===== config.mk =====
export PLATFORM = sky130hd
export DESIGN_NAME = timer16_compare_events
export DESIGN_NICKNAME = d
export VERILOG_FILES = /design/src/timer16_pkg.sv /design/src/pin_sync.sv /design/src/cmp_channel.sv /design/src/timer16_compare_events.sv
export SDC_FILE = /design/constraint.sdc
export NUM_CORES = 1
export LEC_CHECK = 0
export BUFFER_PORTS_ARGS = -buffer_cell sky130_fd_sc_hd__buf_4
export CORE_MARGIN = 2
export CORE_UTILIZATION = 50
export CTS_CLUSTER_SIZE = 16
export DETAILED_ROUTE_END_ITERATION = 10
export HOLD_SLACK_MARGIN = 0.08
export PLACE_DENSITY_LB_ADDON = 0.1
export SLEW_MARGIN = 20
export SYNTH_ARGS = -nofsm -noshare
export SYNTH_HDL_FRONTEND = slang
export SYNTH_HIERARCHICAL = 1
export SYNTH_SLANG_ARGS = --single-unit

===== constraint.sdc =====
create_clock -name pclk -period 4.25 [get_ports pclk]
set_input_delay 0.6375 -clock pclk [delete_from_list [all_inputs] [get_ports pclk]]
set_output_delay 0.6375 -clock pclk [all_outputs]
set_load 0.1 [all_outputs]

===== src/timer16_pkg.sv =====
// Shared constants and types of the 16-bit compare/capture timer
package timer16_pkg;

    localparam logic [7:0] off_ctrl = 8'h00;
    localparam logic [7:0] off_status = 8'h04;
    localparam logic [7:0] off_mask = 8'h08;
    localparam logic [7:0] off_cmp1_hi = 8'h0c;
    localparam logic [7:0] off_cmp1_lo = 8'h10;
    localparam logic [7:0] off_cmp2_hi = 8'h14;
    localparam logic [7:0] off_cmp2_lo = 8'h18;
    localparam logic [7:0] off_cap1 = 8'h1c;
    localparam logic [7:0] off_cap2 = 8'h20;
    localparam logic [7:0] off_count = 8'h24;

    localparam logic [15:0] count_reset = 16'h0000;
    localparam logic [15:0] count_top = 16'hffff;
    localparam logic [15:0] cmp_reset = 16'h0000;
    localparam logic [15:0] cap_reset = 16'h0000;
    localparam logic [2:0] presc_reset = 3'h0;

    typedef enum logic [1:0] {
        clk_div2 = 2'b00,
        clk_div4 = 2'b01,
        clk_div8 = 2'b10,
        clk_ext = 2'b11
    } clk_sel_t;

    typedef enum logic {
        pw_run = 1'b0,
        pw_halt = 1'b1
    } power_state_t;

    // Control word, bit 0 upward: pin enables, levels, forces, modes, clock
    typedef struct packed {
        clk_sel_t clk_sel;
        logic pwm_mode;
        logic one_pulse_mode;
        logic [1:0] force_compare_level;
        logic [1:0] compare_output_level;
        logic [1:0] compare_pin_enable;
    } ctrl_t;

    localparam int ctrl_width = 10;
    localparam ctrl_t ctrl_reset = '{clk_sel: clk_div2, default: '0};

    // Event word, bit 0 upward: capture 1/2, compare 1/2, overflow
    typedef struct packed {
        logic overflow_flag;
        logic [1:0] compare_match_flag;
        logic [1:0] capture_event_flag;
    } evt_t;

    localparam int evt_width = 5;
    localparam evt_t evt_reset = '0;

endpackage


===== src/pin_sync.sv =====
// Three-stage pin synchroniser with agreement filter
`timescale 1ns/100ps
module pin_sync
    import timer16_pkg::*;
(
    input wire logic pclk,
    input wire logic presetn,
    input wire logic pin,
    output logic level
);
    typedef struct packed {
        logic [2:0] stage;
        logic level;
    } sync_t;

    sync_t s_q;
    sync_t s_d;

    always_comb begin
        s_d = s_q;
        s_d.stage = {s_q.stage[1:0], pin};
        // Stage 0 feeds only stage 1; stages 1 and 2 must agree
        if (s_q.stage[1] == s_q.stage[2]) begin
            s_d.level = s_q.stage[2];
        end
    end

    always_ff @(posedge pclk or negedge presetn) begin
        if (!presetn) begin
            s_q <= '0;
        end else begin
            s_q <= s_d;
        end
    end

    assign level = s_q.level;
endmodule


===== src/cmp_channel.sv =====
// One output compare channel: compare word, write inhibit, pin level
`timescale 1ns/100ps
module cmp_channel
    import timer16_pkg::*;
(
    input wire logic pclk,
    input wire logic presetn,
    input wire logic [15:0] count,
    input wire logic fresh,
    input wire logic plus_one,
    input wire logic wr_hi,
    input wire logic wr_lo,
    input wire logic [7:0] wbyte,
    input wire logic level,
    input wire logic pin_enable,
    input wire logic force_on,
    input wire logic events_on,
    output logic [15:0] value,
    output logic match,
    output logic pin
);
    typedef struct packed {
        logic [15:0] value;
        logic inhibit;
        logic pin;
    } chan_t;

    chan_t c_q;
    chan_t c_d;
    logic [15:0] target;

    always_comb begin
        target = plus_one ? c_q.value + 16'h0001 : c_q.value;
        match = fresh && events_on && !c_q.inhibit && (count == target);
        c_d = c_q;
        if (wr_hi) begin
            c_d.value[15:8] = wbyte;
            c_d.inhibit = 1'b1;
        end
        if (wr_lo) begin
            c_d.value[7:0] = wbyte;
            c_d.inhibit = 1'b0;
        end
        if (force_on) begin
            c_d.pin = level;
        end else if (match && pin_enable) begin
            c_d.pin = level;
        end
    end

    always_ff @(posedge pclk or negedge presetn) begin
        if (!presetn) begin
            c_q <= '{value: cmp_reset, default: '0};
        end else begin
            c_q <= c_d;
        end
    end

    assign value = c_q.value;
    assign pin = c_q.pin;
endmodule


===== src/timer16_compare_events.sv =====
// 16-bit timer: compare outputs, capture inputs, events and APB registers
//
// Design decisions made here: the register offsets and the APB interface to the registers.
`timescale 1ns/100ps
// Notes on behaviour
// High-byte write suspends compare until low byte
// Pin disabled: no level, flag still raised
// Divide-by-two clock: match at compare value
// Slower clocks: match at compare value plus one
// Compare and capture run at once
// Software reloads compare and level after match
// Force bit copies level bit to pin
// Forced output never sets compare flag
// Force ignored in one-pulse and PWM
// Wait: timer runs, interrupt wakes device
// Halt freezes counter; resumes from held count
// Capture during halt arms; flagged on exit
// Five events; no compare events in PWM
// Shared interrupt; enable and global mask gate
// Mode-dependent availability of capture and compare
// Full 16-bit compare on each timer clock
module timer16_compare_events
    import timer16_pkg::*;
(
    input wire logic pclk,
    input wire logic presetn,
    input wire logic psel,
    input wire logic penable,
    input wire logic pwrite,
    input wire logic [7:0] paddr,
    input wire logic [31:0] pwdata,
    output logic [31:0] prdata,
    output logic pready,
    output logic pslverr,
    input wire logic [1:0] capture_input_pin,
    input wire logic ext_clock_pin,
    input wire logic cpu_int_masked,
    input wire logic wait_mode,
    input wire logic halt_mode,
    output logic [1:0] compare_output_pin,
    output logic [1:0] compare_output_pin_oe,
    output logic timer_irq,
    output logic wait_wake
);
    typedef struct packed {
        ctrl_t ctrl;
        evt_t status;
        evt_t mask;
        logic [15:0] count;
        logic [2:0] presc;
        logic fresh;
        logic ext_prev;
        logic [1:0] cap_prev;
        logic [15:0] cap1;
        logic [15:0] cap2;
        logic [1:0] armed;
        power_state_t pw;
        logic [31:0] prdata;
        logic pready;
        logic pslverr;
        logic irq;
        logic wake;
    } state_t;

    state_t st_q;
    state_t st_d;

    logic [1:0] cap_level;
    logic ext_level;
    logic [15:0] cmp_value [2];
    logic [1:0] cmp_match;
    logic [1:0] cmp_pin;
    logic [1:0] wr_hi;
    logic [1:0] wr_lo;
    logic [1:0] force_on;
    logic [1:0] cmp_events_on;
    logic [1:0] cap_on;
    logic [1:0] cap_rise;
    logic ext_rise;
    logic tick;
    logic plus_one;
    logic wr_acc;
    logic rd_setup;
    logic wr_status;
    logic pwm_reload;
    logic irq_d;
    evt_t set_evt;

    genvar gi;
    generate
        for (gi = 0; gi < 2; gi++) begin : g_pins
            pin_sync u_cap_sync (
                .pclk(pclk),
                .presetn(presetn),
                .pin(capture_input_pin[gi]),
                .level(cap_level[gi])
            );
            cmp_channel u_cmp (
                .pclk(pclk),
                .presetn(presetn),
                .count(st_q.count),
                .fresh(st_q.fresh),
                .plus_one(plus_one),
                .wr_hi(wr_hi[gi]),
                .wr_lo(wr_lo[gi]),
                .wbyte(pwdata[7:0]),
                .level(st_q.ctrl.compare_output_level[gi]),
                .pin_enable(st_q.ctrl.compare_pin_enable[gi]),
                .force_on(force_on[gi]),
                .events_on(cmp_events_on[gi]),
                .value(cmp_value[gi]),
                .match(cmp_match[gi]),
                .pin(cmp_pin[gi])
            );
            // Force is a plain override; mode bits win over it
            assign force_on[gi] = st_q.ctrl.force_compare_level[gi]
                && !st_q.ctrl.one_pulse_mode && !st_q.ctrl.pwm_mode;
        end
    endgenerate

    pin_sync u_ext_sync (
        .pclk(pclk),
        .presetn(presetn),
        .pin(ext_clock_pin),
        .level(ext_level)
    );

    always_comb begin
        // Compare 2 stays usable in one-pulse mode, only partly meaningful
        cmp_events_on[0] = !st_q.ctrl.one_pulse_mode && !st_q.ctrl.pwm_mode;
        cmp_events_on[1] = !st_q.ctrl.pwm_mode;
        cap_on[0] = !st_q.ctrl.one_pulse_mode && !st_q.ctrl.pwm_mode;
        cap_on[1] = 1'b1;
        cap_rise = cap_level & ~st_q.cap_prev;
        ext_rise = ext_level && !st_q.ext_prev;
        plus_one = (st_q.ctrl.clk_sel != clk_div2);
        case (st_q.ctrl.clk_sel)
            clk_div2: tick = st_q.presc[0];
            clk_div4: tick = &st_q.presc[1:0];
            clk_div8: tick = &st_q.presc;
            clk_ext: tick = ext_rise;
            default: tick = 1'b0;
        endcase
        tick = tick && !halt_mode;
        // A tick taken just before halt must not reset the frozen count
        pwm_reload = st_q.ctrl.pwm_mode && st_q.fresh && !halt_mode
            && (st_q.count == cmp_value[0]);
        rd_setup = psel && !penable;
        wr_acc = psel && penable && st_q.pready && pwrite;
        wr_status = wr_acc && (paddr == off_status);
        wr_hi[0] = wr_acc && (paddr == off_cmp1_hi);
        wr_lo[0] = wr_acc && (paddr == off_cmp1_lo);
        wr_hi[1] = wr_acc && (paddr == off_cmp2_hi);
        wr_lo[1] = wr_acc && (paddr == off_cmp2_lo);
    end

    always_comb begin
        st_d = st_q;
        set_evt = evt_reset;
        st_d.cap_prev = cap_level;
        st_d.ext_prev = ext_level;
        st_d.fresh = tick;
        if (!halt_mode) begin
            st_d.presc = st_q.presc + 3'h1;
        end
        if (pwm_reload) begin
            st_d.count = count_reset;
            set_evt.capture_event_flag[0] = 1'b1;
        end else if (tick) begin
            st_d.count = st_q.count + 16'h0001;
            if (st_q.count == count_top) begin
                set_evt.overflow_flag = 1'b1;
            end
        end
        // Compare flags rise on a real match only, never on a force
        set_evt.compare_match_flag = cmp_match;
        st_d.pw = halt_mode ? pw_halt : pw_run;
        if (halt_mode) begin
            st_d.armed = st_q.armed | (cap_rise & cap_on);
        end else if (st_q.pw == pw_halt) begin
            // Leaving halt: armed inputs catch the count held at exit
            if (st_q.armed[0]) begin
                st_d.cap1 = st_q.count;
                set_evt.capture_event_flag[0] = 1'b1;
            end
            if (st_q.armed[1]) begin
                st_d.cap2 = st_q.count;
                set_evt.capture_event_flag[1] = 1'b1;
            end
            st_d.armed = 2'b00;
        end else begin
            if (cap_rise[0] && cap_on[0]) begin
                st_d.cap1 = st_q.count;
                set_evt.capture_event_flag[0] = 1'b1;
            end
            if (cap_rise[1] && cap_on[1]) begin
                st_d.cap2 = st_q.count;
                set_evt.capture_event_flag[1] = 1'b1;
            end
        end
        // Set wins over a same-cycle write-one-to-clear
        st_d.status = set_evt | (st_q.status & ~(wr_status ? evt_t'(pwdata[4:0]) : evt_reset));
        if (wr_acc && (paddr == off_ctrl)) begin
            st_d.ctrl = ctrl_t'(pwdata[ctrl_width-1:0]);
        end
        if (wr_acc && (paddr == off_mask)) begin
            st_d.mask = evt_t'(pwdata[evt_width-1:0]);
        end
        st_d.pready = 1'b0;
        st_d.pslverr = 1'b0;
        if (rd_setup) begin
            st_d.pready = 1'b1;
            st_d.prdata = 32'h0000_0000;
            case (paddr)
                off_ctrl: st_d.prdata[ctrl_width-1:0] = st_q.ctrl;
                off_status: st_d.prdata[evt_width-1:0] = st_q.status;
                off_mask: st_d.prdata[evt_width-1:0] = st_q.mask;
                off_cmp1_hi: st_d.prdata[7:0] = cmp_value[0][15:8];
                off_cmp1_lo: st_d.prdata[7:0] = cmp_value[0][7:0];
                off_cmp2_hi: st_d.prdata[7:0] = cmp_value[1][15:8];
                off_cmp2_lo: st_d.prdata[7:0] = cmp_value[1][7:0];
                off_cap1: st_d.prdata[15:0] = st_q.cap1;
                off_cap2: st_d.prdata[15:0] = st_q.cap2;
                off_count: st_d.prdata[15:0] = st_q.count;
                default: st_d.pslverr = 1'b1;
            endcase
        end
        irq_d = (|(st_d.status & st_d.mask)) && !cpu_int_masked;
        st_d.irq = irq_d;
        // Halt is ended only by the CPU's other wake sources
        st_d.wake = irq_d && wait_mode;
    end

    always_ff @(posedge pclk or negedge presetn) begin
        if (!presetn) begin
            st_q <= '{ctrl: ctrl_reset, status: evt_reset, mask: evt_reset,
                count: count_reset, presc: presc_reset, cap1: cap_reset,
                cap2: cap_reset, pw: pw_run, default: '0};
        end else begin
            st_q <= st_d;
        end
    end

    assign prdata = st_q.prdata;
    assign pready = st_q.pready;
    assign pslverr = st_q.pslverr;
    assign compare_output_pin = cmp_pin;
    // Disabled channel leaves the pin to ordinary port logic
    assign compare_output_pin_oe = st_q.ctrl.compare_pin_enable;
    assign timer_irq = st_q.irq;
    assign wait_wake = st_q.wake;
endmodule


==> results of run 1 <==
-- how the worst min path moves through the flow --
stage	end	slack (ps)	depth (start not counted)
finish	st_q[107]$_DFFE_PN0P_	310	1
global route	g_pins[1].u_cap_sync/s_d[2]$_DFF_PN0_	300	1
CTS	g_pins[1].u_cap_sync/s_d[2]$_DFF_PN0_	300	1
detailed placement	g_pins[0].u_cap_sync/s_d[3]$_DFF_PN0_	340	0
global placement	u_ext_sync/s_d[3]$_DFF_PN0_	340	0
floorplan	g_pins[0].u_cap_sync/s_d[3]$_DFF_PN0_	330	0
-- sequential cells by signal, summed over array words and instances (netlist names), 2 cells and up --
signal	cells
st_q	76
g_pins.u_cmp/value	32
prdata	16
g_pins.u_cap_sync/s_d	4
compare_output_pin_oe	2
g_pins.u_cap_sync/level	2
g_pins.u_cap_sync/s_q	2
g_pins.u_cmp/c_q	2
g_pins.u_cmp/pin	2
u_ext_sync/s_d	2
-- cells by family (layout without fill, tap and decap cells) --
family | Yosys count | count (layout) | synth area share (%)
muxes | 106 | 106 | 14.3
and+or+nand+nor | 214 | 214 | 15.2
AOI/OAI and AO/OA | 102 | 102 | 8.67
other | 1 | 16 | 0.0448
DFF | 146 | 146 | 43.6
adders and majority gates | 8 | 8 | 1.15
buffers and inverters | 113 | 109 | 8.36
xor gates and xnor gates | 82 | 82 | 8.67
-- routing by layer --
layer  share of wire (%)  wire length, µm
met1                  46            10300
met2                  46            10400
met3                 6.1             1390
met4                 2.3              530
met5                   0                0
-- cells in the final DEF (no fill, tap or decap), types with 4 or more instances in the layout --
cell type,synthesis,layout
dfrtp_1,146,146
mux2_2,77,77
buf_4,69,60
nand2_1,51,51
xor2_1,45,45
nor2_1,43,43
xnor2_1,36,36
mux2i_1,21,21
nand4_1,18,18
nand3_1,18,18
o21ai_0,17,17
clkbuf_16,0,17
conb_1,1,16
inv_1,15,15
a22oi_1,15,15
nor3_1,14,13
o22ai_1,9,9
a21oi_1,8,8
nor4_1,8,8
o21ai_1,8,8
a31oi_1,8,8
nor4_2,8,8
and3_1,7,7
a222oi_1,6,6
a22o_1,6,6
nand2b_1,5,5
a21o_1,5,5
nand3b_1,5,5
ha_1,5,5
mux2_4,4,4
and4_1,4,4
and2_1,4,4
a32oi_1,4,4
-- cells in the mapped netlist (7+ instances only) --
master	n
a21oi_1	8
a22oi_1	15
a31oi_1	8
and3_1	7
buf_2	7
buf_4	69
clkbuf_1	17
dfrtp_1	146
inv_1	15
mux2_2	77
mux2i_1	21
nand2_1	51
nand3_1	18
nand4_1	18
nor2_1	43
nor3_1	14
nor4_1	8
nor4_2	8
o21ai_0	17
o21ai_1	8
o22ai_1	9
xnor2_1	36
xor2_1	45
-- area by class of cell --
type	instances	area (µm²)	share of cell area, %
Clock inverter	14	154	1.69
Multi-Input combinational cell	528	4090	44.8
Clock buffer	18	429	4.71
Sequential cell	146	3650	40.1
Inverter	16	60.1	0.659
Tap cell	220	275	3.02
Timing Repair Buffer	61	462	5.06
-- power groups by stage --
stage	sequential (mW)	clock [mW]	combinational (mW)
after floorplan	1.62	0	0.455
after global placement	1.70	0	0.540
after detailed placement	1.70	0	0.554
after CTS	1.68	1.52	0.559
after global routing	1.70	1.58	0.610
final	1.68	1.49	0.559
-- per-stage QoR --
stage               util, %  hold WS (ps)  area [µm²]  instances
floorplan                 -           331        8430        787
global placement       51.8           340        8530        971
detailed placement     51.8           339        8530        971
CTS                    55.3           299        9110       1003
global route           55.4           301        9120       1003
finish                 55.4           305        9120       1003
==> flow_summary_export.csv, run 1 <==
group,metric,value,unit
pwr,p_comb_share,15.0,%
drt,routed_wl,22600,µm
grt,grt_pass1_wl,35000,µm
grt,antenna_found_initial,0,
layout,fin_nets,826,
floorplanning,pin_count,91,
timing,setup_ws,1030,ps
worst_setup_path,r2r-start,"st_q[112]$_DFFE_PN0P_",
clock_tree,clk_latency,430,ps
pwr,power.share.clock,39.9,%
worst_setup_path,crit_cells,11,
drt,first_iter_violations,581,
floorplanning,die_h,133,µm
pwr,p_per_area,409,nW/µm²
clock_tree,clkTransAtPathRegs,60,ps
clock_tree,ctsHoldBuffers,0,
floorplanning,start_util,50.8,%
synthesis,synth.yosys.warnings,6,
floorplanning,row_count,47,
clock_tree,cts_resized,0,
place,place_ws,1080,ps
synthesis,syn_inst,772,
worst_setup_path,worstPathRequired,4550,ps
floorplanning,die-area,17800,µm²
worst_setup_path,cp-startpoint,"st_q[112]$_DFFE_PN0P_",
grt,top_usage_layer,"met2",
floorplanning,die_x,133,µm
drt,vias,6011,
grt,use_met3,4.41,%
layout,area_growth,8.95,%
timing,fmax,310,MHz
worst_setup_path,endpoint,"timer_irq$_DFF_PN0_",
timing,tns,0,ps
pwr,totalPowerFinal,3.73,mW
timing,clock_skew,10.6,ps
pwr,seqPwrFrac,45.1,%
drt,first_pass_iters,5,
place,io_buffers,52,
grt,use_met1,37.8,%
worst_setup_path,slowest_stage,"dfrtp_1",
worst_setup_path,worst-setup-path-type,"flip-flop to flip-flop",
worst_setup_path,endpoint_kind,"flip-flop",
grt,grt_pass1_vias,5680,
synthesis,synth_area_leader_cell,"dfrtp_1",
synthesis,yosysTopAreaCellShare,43.6,%
timing,hold_viol,0,
pwr,p_switching,1.13,mW
worst_setup_path,path_max_fanout,12,
layout,nFillCells,1455,
worst_setup_path,start_kind,"flip-flop",
grt,overflow,0,
timing,setup_viol,0,
hold_path,hold_class,"input pin to asynchronous set/reset pin",
clock_tree,clk_path_buf_depth,2,
synthesis,syn_area_per_cell,10.8,µm²
synthesis,synth-edff-count,0,
timing,worstMarginPinSlew,1040,ps
grt,track_usage,26.4,%
synthesis,ys_async_sr_fraction,100,%
worst_setup_path,worst_ep_arrival_time,3530,ps
worst_setup_path,critPathBufInv,0,
grt,grt_max_degree,98,
worst_setup_path,r2r_slack,1030,ps
drt,drc,0,
worst_setup_path,crit_family,"simple AND/OR/NAND/NOR gates",
clock_tree,cts_sinks,146,
synthesis,dominantRegCellSynth,"dfrtp_1",
clock_tree,cts_setup_buffers,0,
job,drv_cap,0,
pwr,ir_drop,0.282,mV
clock_tree,cts_htree_levels,4,
worst_setup_path,reg2reg_to,"timer_irq$_DFF_PN0_",
drt,wl_per_cell,22.5,µm
clock_tree,cts_buffers,17,
place,gp_congestion,0.949,
grt,grt_use_met2,40.9,%
timing,period_share,75.8,%
place,dpl.hpwl,16100,µm
pwr,cellLeakagePower,4.15,nW
worst_setup_path,cp_slowest_stage_delay,470,ps
drt,via_per_inst,5.99,
drt,drtAntennaViolNets,0,
timing,relSlewSlack,30.6,%
timing,rsz0062_at_grt,"no",
layout,n_antenna_cell,0,
clock_tree,cts_tree,"yes",
worst_setup_path,reg2reg_depth,11,
synthesis,seq_area_frac_synth,43.6,%
pwr,internal-power,2.60,mW
timing,slew_violations,0,
floorplanning,core_area,16500,µm²
synthesis,synth-seq-cells,146,
outcome,outcome,"finished, final reports clean",
synthesis,syn_area,8370,µm²
layout,drive_above_1_share,26.7,%
clock_tree,cts_root_buf,"clkbuf_16",
pwr,switching_share,30.3,%
synthesis,synthTopCellsByArea,"dfrtp_1 (44%), mux2_2 (10%), buf_4 (6.2%)",
timing,fin_crit,3220,ps
synthesis,synth_cell_types,71,
worst_setup_path,cp_cell_sequence,"or2_2 -> nand4_2 -> nor4_1 -> mux2_1 -> mux2i_1 -> o21ai_1 -> and3_1 -> a21o_1 -> a22oi_1 -> a21oi_1 -> or3_1",
No activity file was read; power rests on OpenSTA's default activity.
==> inputs of run 2 (changes only) <==
==> constraint.sdc (replaced) <==
create_clock -name pclk -period 2.8 [get_ports pclk]
set_input_delay 0.42 -clock pclk [delete_from_list [all_inputs] [get_ports pclk]]
set_output_delay 0.42 -clock pclk [all_outputs]
set_load 0.1 [all_outputs]
==> flow_summary_export.csv, run 2 (same netlist as run 1, synthesis figures left out) <==
group,metric,value,unit
layout,final_cells,1067,
clock_tree,cts_sinks,146,
grt,grt_pass1_vias,6192,
timing,setup_ws,146,ps
timing,fin_crit,2650,ps
drt,wl_per_cell,21.8,µm
timing,period_share,94.8,%
drt,vias,6167,
layout,drive_above_1_share,33.3,%
place,dpl.hpwl,17300,µm
grt,overflow,0,
layout,layout_common_cells,"dfrtp_1 (144), buf_4 (122), mux2_2 (77), nand2_1 (51), xor2_1 (45)",
pwr,p_switching,1.79,mW
drt,drc,0,
grt,track_usage,27.4,%
floorplanning,core_area,16500,µm²
clock_tree,clk_latency,420,ps
timing,tns,0,ps
drt,first_pass_iters,5,
worst_setup_path,start_kind,"flip-flop",
layout,final_util,58.9,%
clock_tree,cts_htree_levels,4,
floorplanning,pin_count,91,
outcome,outcome,"finished, final reports clean",
layout,layout_commonest_cell,"dfrtp_1",
worst_setup_path,worstPathRequired,3100,ps
timing,clock_skew,9.18,ps
pwr,seqPwrFrac,43.6,%
floorplanning,start_util,50.8,%
layout,multi_input_area,4160,µm²
job,drv_cap,0,
floorplanning,die_h,133,µm
worst_setup_path,endpoint_kind,"flip-flop",
clock_tree,cts_root_buf,"clkbuf_16",
pwr,ir_drop,0.433,mV
layout,seq_area,3660,µm²
clock_tree,clkTransAtPathRegs,70,ps
timing,whs,98.1,ps
floorplanning,die-area,17800,µm²
floorplanning,die_x,133,µm
layout,regMostFlops,"st_q",
place,io_buffers,52,
layout,largest_reg_flops,76,
place,dp_cells,1033,
timing,setup_viol,0,
drt,routed_wl,23300,µm
clock_tree,cts_tree,"yes",
timing,fmax,377,MHz
floorplanning,row_count,47,
pwr,p_comb_share,16.7,%
pwr,cellLeakagePower,4.54,nW
pwr,internal-power,3.94,mW
grt,grt_pass1_wl,36500,µm
timing,rsz0062_at_grt,"no",
layout,fin_nets,890,
worst_setup_path,worst_ep_arrival_time,2960,ps
clock_tree,cts_buffers,17,
hold_path,hold_class,"input pin to flip-flop",
pwr,p_per_area,591,nW/µm²
layout,nFillCells,1406,
drt,drtAntennaViolNets,0,
layout,n_antenna_cell,0,
place,gp_congestion,0.958,
worst_setup_path,worst-setup-path-type,"flip-flop to flip-flop",
timing,relSlewSlack,49.9,%
clock_tree,clk_path_buf_depth,2,
layout,area_growth,15.8,%
timing,worstMarginPinSlew,746,ps
pwr,switching_share,31.3,%
pwr,power.share.clock,39.7,%
drt,via_per_inst,5.78,
grt,antenna_found_initial,0,
drt,first_iter_violations,587,
worst_setup_path,path_max_fanout,5,
place,place_ws,25.2,ps
timing,hold_viol,0,
grt,grt_max_degree,64,
timing,slew_violations,0,
[run 2: cell types whose count changed in the layout (fill, tap and decap cells not counted), moves of 3 or more]
| cell | change |
|---|---|
| inv_8 | +4 |
| clkinv_4 | -3 |
| nor4_2 | -3 |
| inv_6 | +3 |
| buf_4 | +62 |
| nor4_4 | +5 |
[run 2: what timing repair did]
item | 4_1_cts | 5_1_grt
gates resized for setup | 1 | 14
buffers inserted | 0 | 1
hold endpoints to repair | 57 | 0
setup endpoints to repair | 1 | 2
pin swaps | 0 | 4
hold buffers | 1 | 0
[run 2: final timing paths]
path | start | to | depth (start not counted) | slack [ps]
max | g_pins[1].u_cmp/value[7]$_DFFE_PN0P_ | timer_irq$_DFF_PN0_ | 11 | 150
min | ext_clock_pin | u_ext_sync/s_d[2]$_DFF_PN0_ | 1 | 100
max reg2reg | g_pins[1].u_cmp/value[7]$_DFFE_PN0P_ | timer_irq$_DFF_PN0_ | 11 | 150
min reg2reg | u_ext_sync/s_d[2]$_DFF_PN0_ | u_ext_sync/s_d[3]$_DFF_PN0_ | 0 | 350
max in group asynchronous | presetn | g_pins[0].u_cmp/value[1]$_DFFE_PN0P_ | 3 | 1490
min in group asynchronous | presetn | compare_output_pin_oe[1]$_DFFE_PN0P_ | 2 | 530
[run 2: stage by stage]
| stage | power [mW] | area (µm²) |
|---|---|---|
| 2_1_floorplan | 3.15 | 8430 |
| 3_3_place_gp | 3.45 | 9010 |
| 3_5_place_dp | 3.49 | 9010 |
| 4_1_cts | 5.76 | 9610 |
| 5_1_grt | 5.97 | 9690 |
| 6_report | 5.73 | 9690 |
[run 2: worst max-delay path: stages (launching register included)]
cell and delay (ps):
dfrtp_1 470, nand4_1 250, buf_4 240, nor4_2 360, nor3_1 110, a31oi_1 220, nor4_2 80, and3_1 190
a21o_1 160, nand2_1 90, a21oi_2 60, or3_1 300
[run 2: layout make-up]
| type | instances | share of cell area (%) |
|---|---|---|
| tap | 220 | 2.84 |
| clock buffer | 17 | 4.39 |
| clock inverter | 15 | 1.64 |
| inverter | 16 | 0.620 |
| multi-input combinational | 528 | 42.9 |
| timing repair buffer | 125 | 9.88 |
| sequential | 146 | 37.7 |
[run 2: layer usage]
metal / track usage (%) / vias up / share of wire (%) / wire length, µm
met5: 0 / - / 0 / 0
met3: 4.22 / 22 / 5.1 / 1180
met2: 42.8 / 220 / 47 / 10900
met1: 39.7 / 3103 / 47 / 10900
met4: 8.10 / 0 / 1.5 / 348
li1: - / 2822 / - / -
[run 2: power groups by stage]
| stage | Sequential, mW | Combinational, mW | Clock (mW) |
|---|---|---|---|
| 6_report | 2.50 | 0.957 | 2.27 |
| 5_1_grt | 2.52 | 1.04 | 2.40 |
| 4_1_cts | 2.50 | 0.952 | 2.31 |
| 3_5_place_dp | 2.54 | 0.948 | 0 |
| 3_3_place_gp | 2.53 | 0.921 | 0 |
| 2_1_floorplan | 2.46 | 0.691 | 0 |
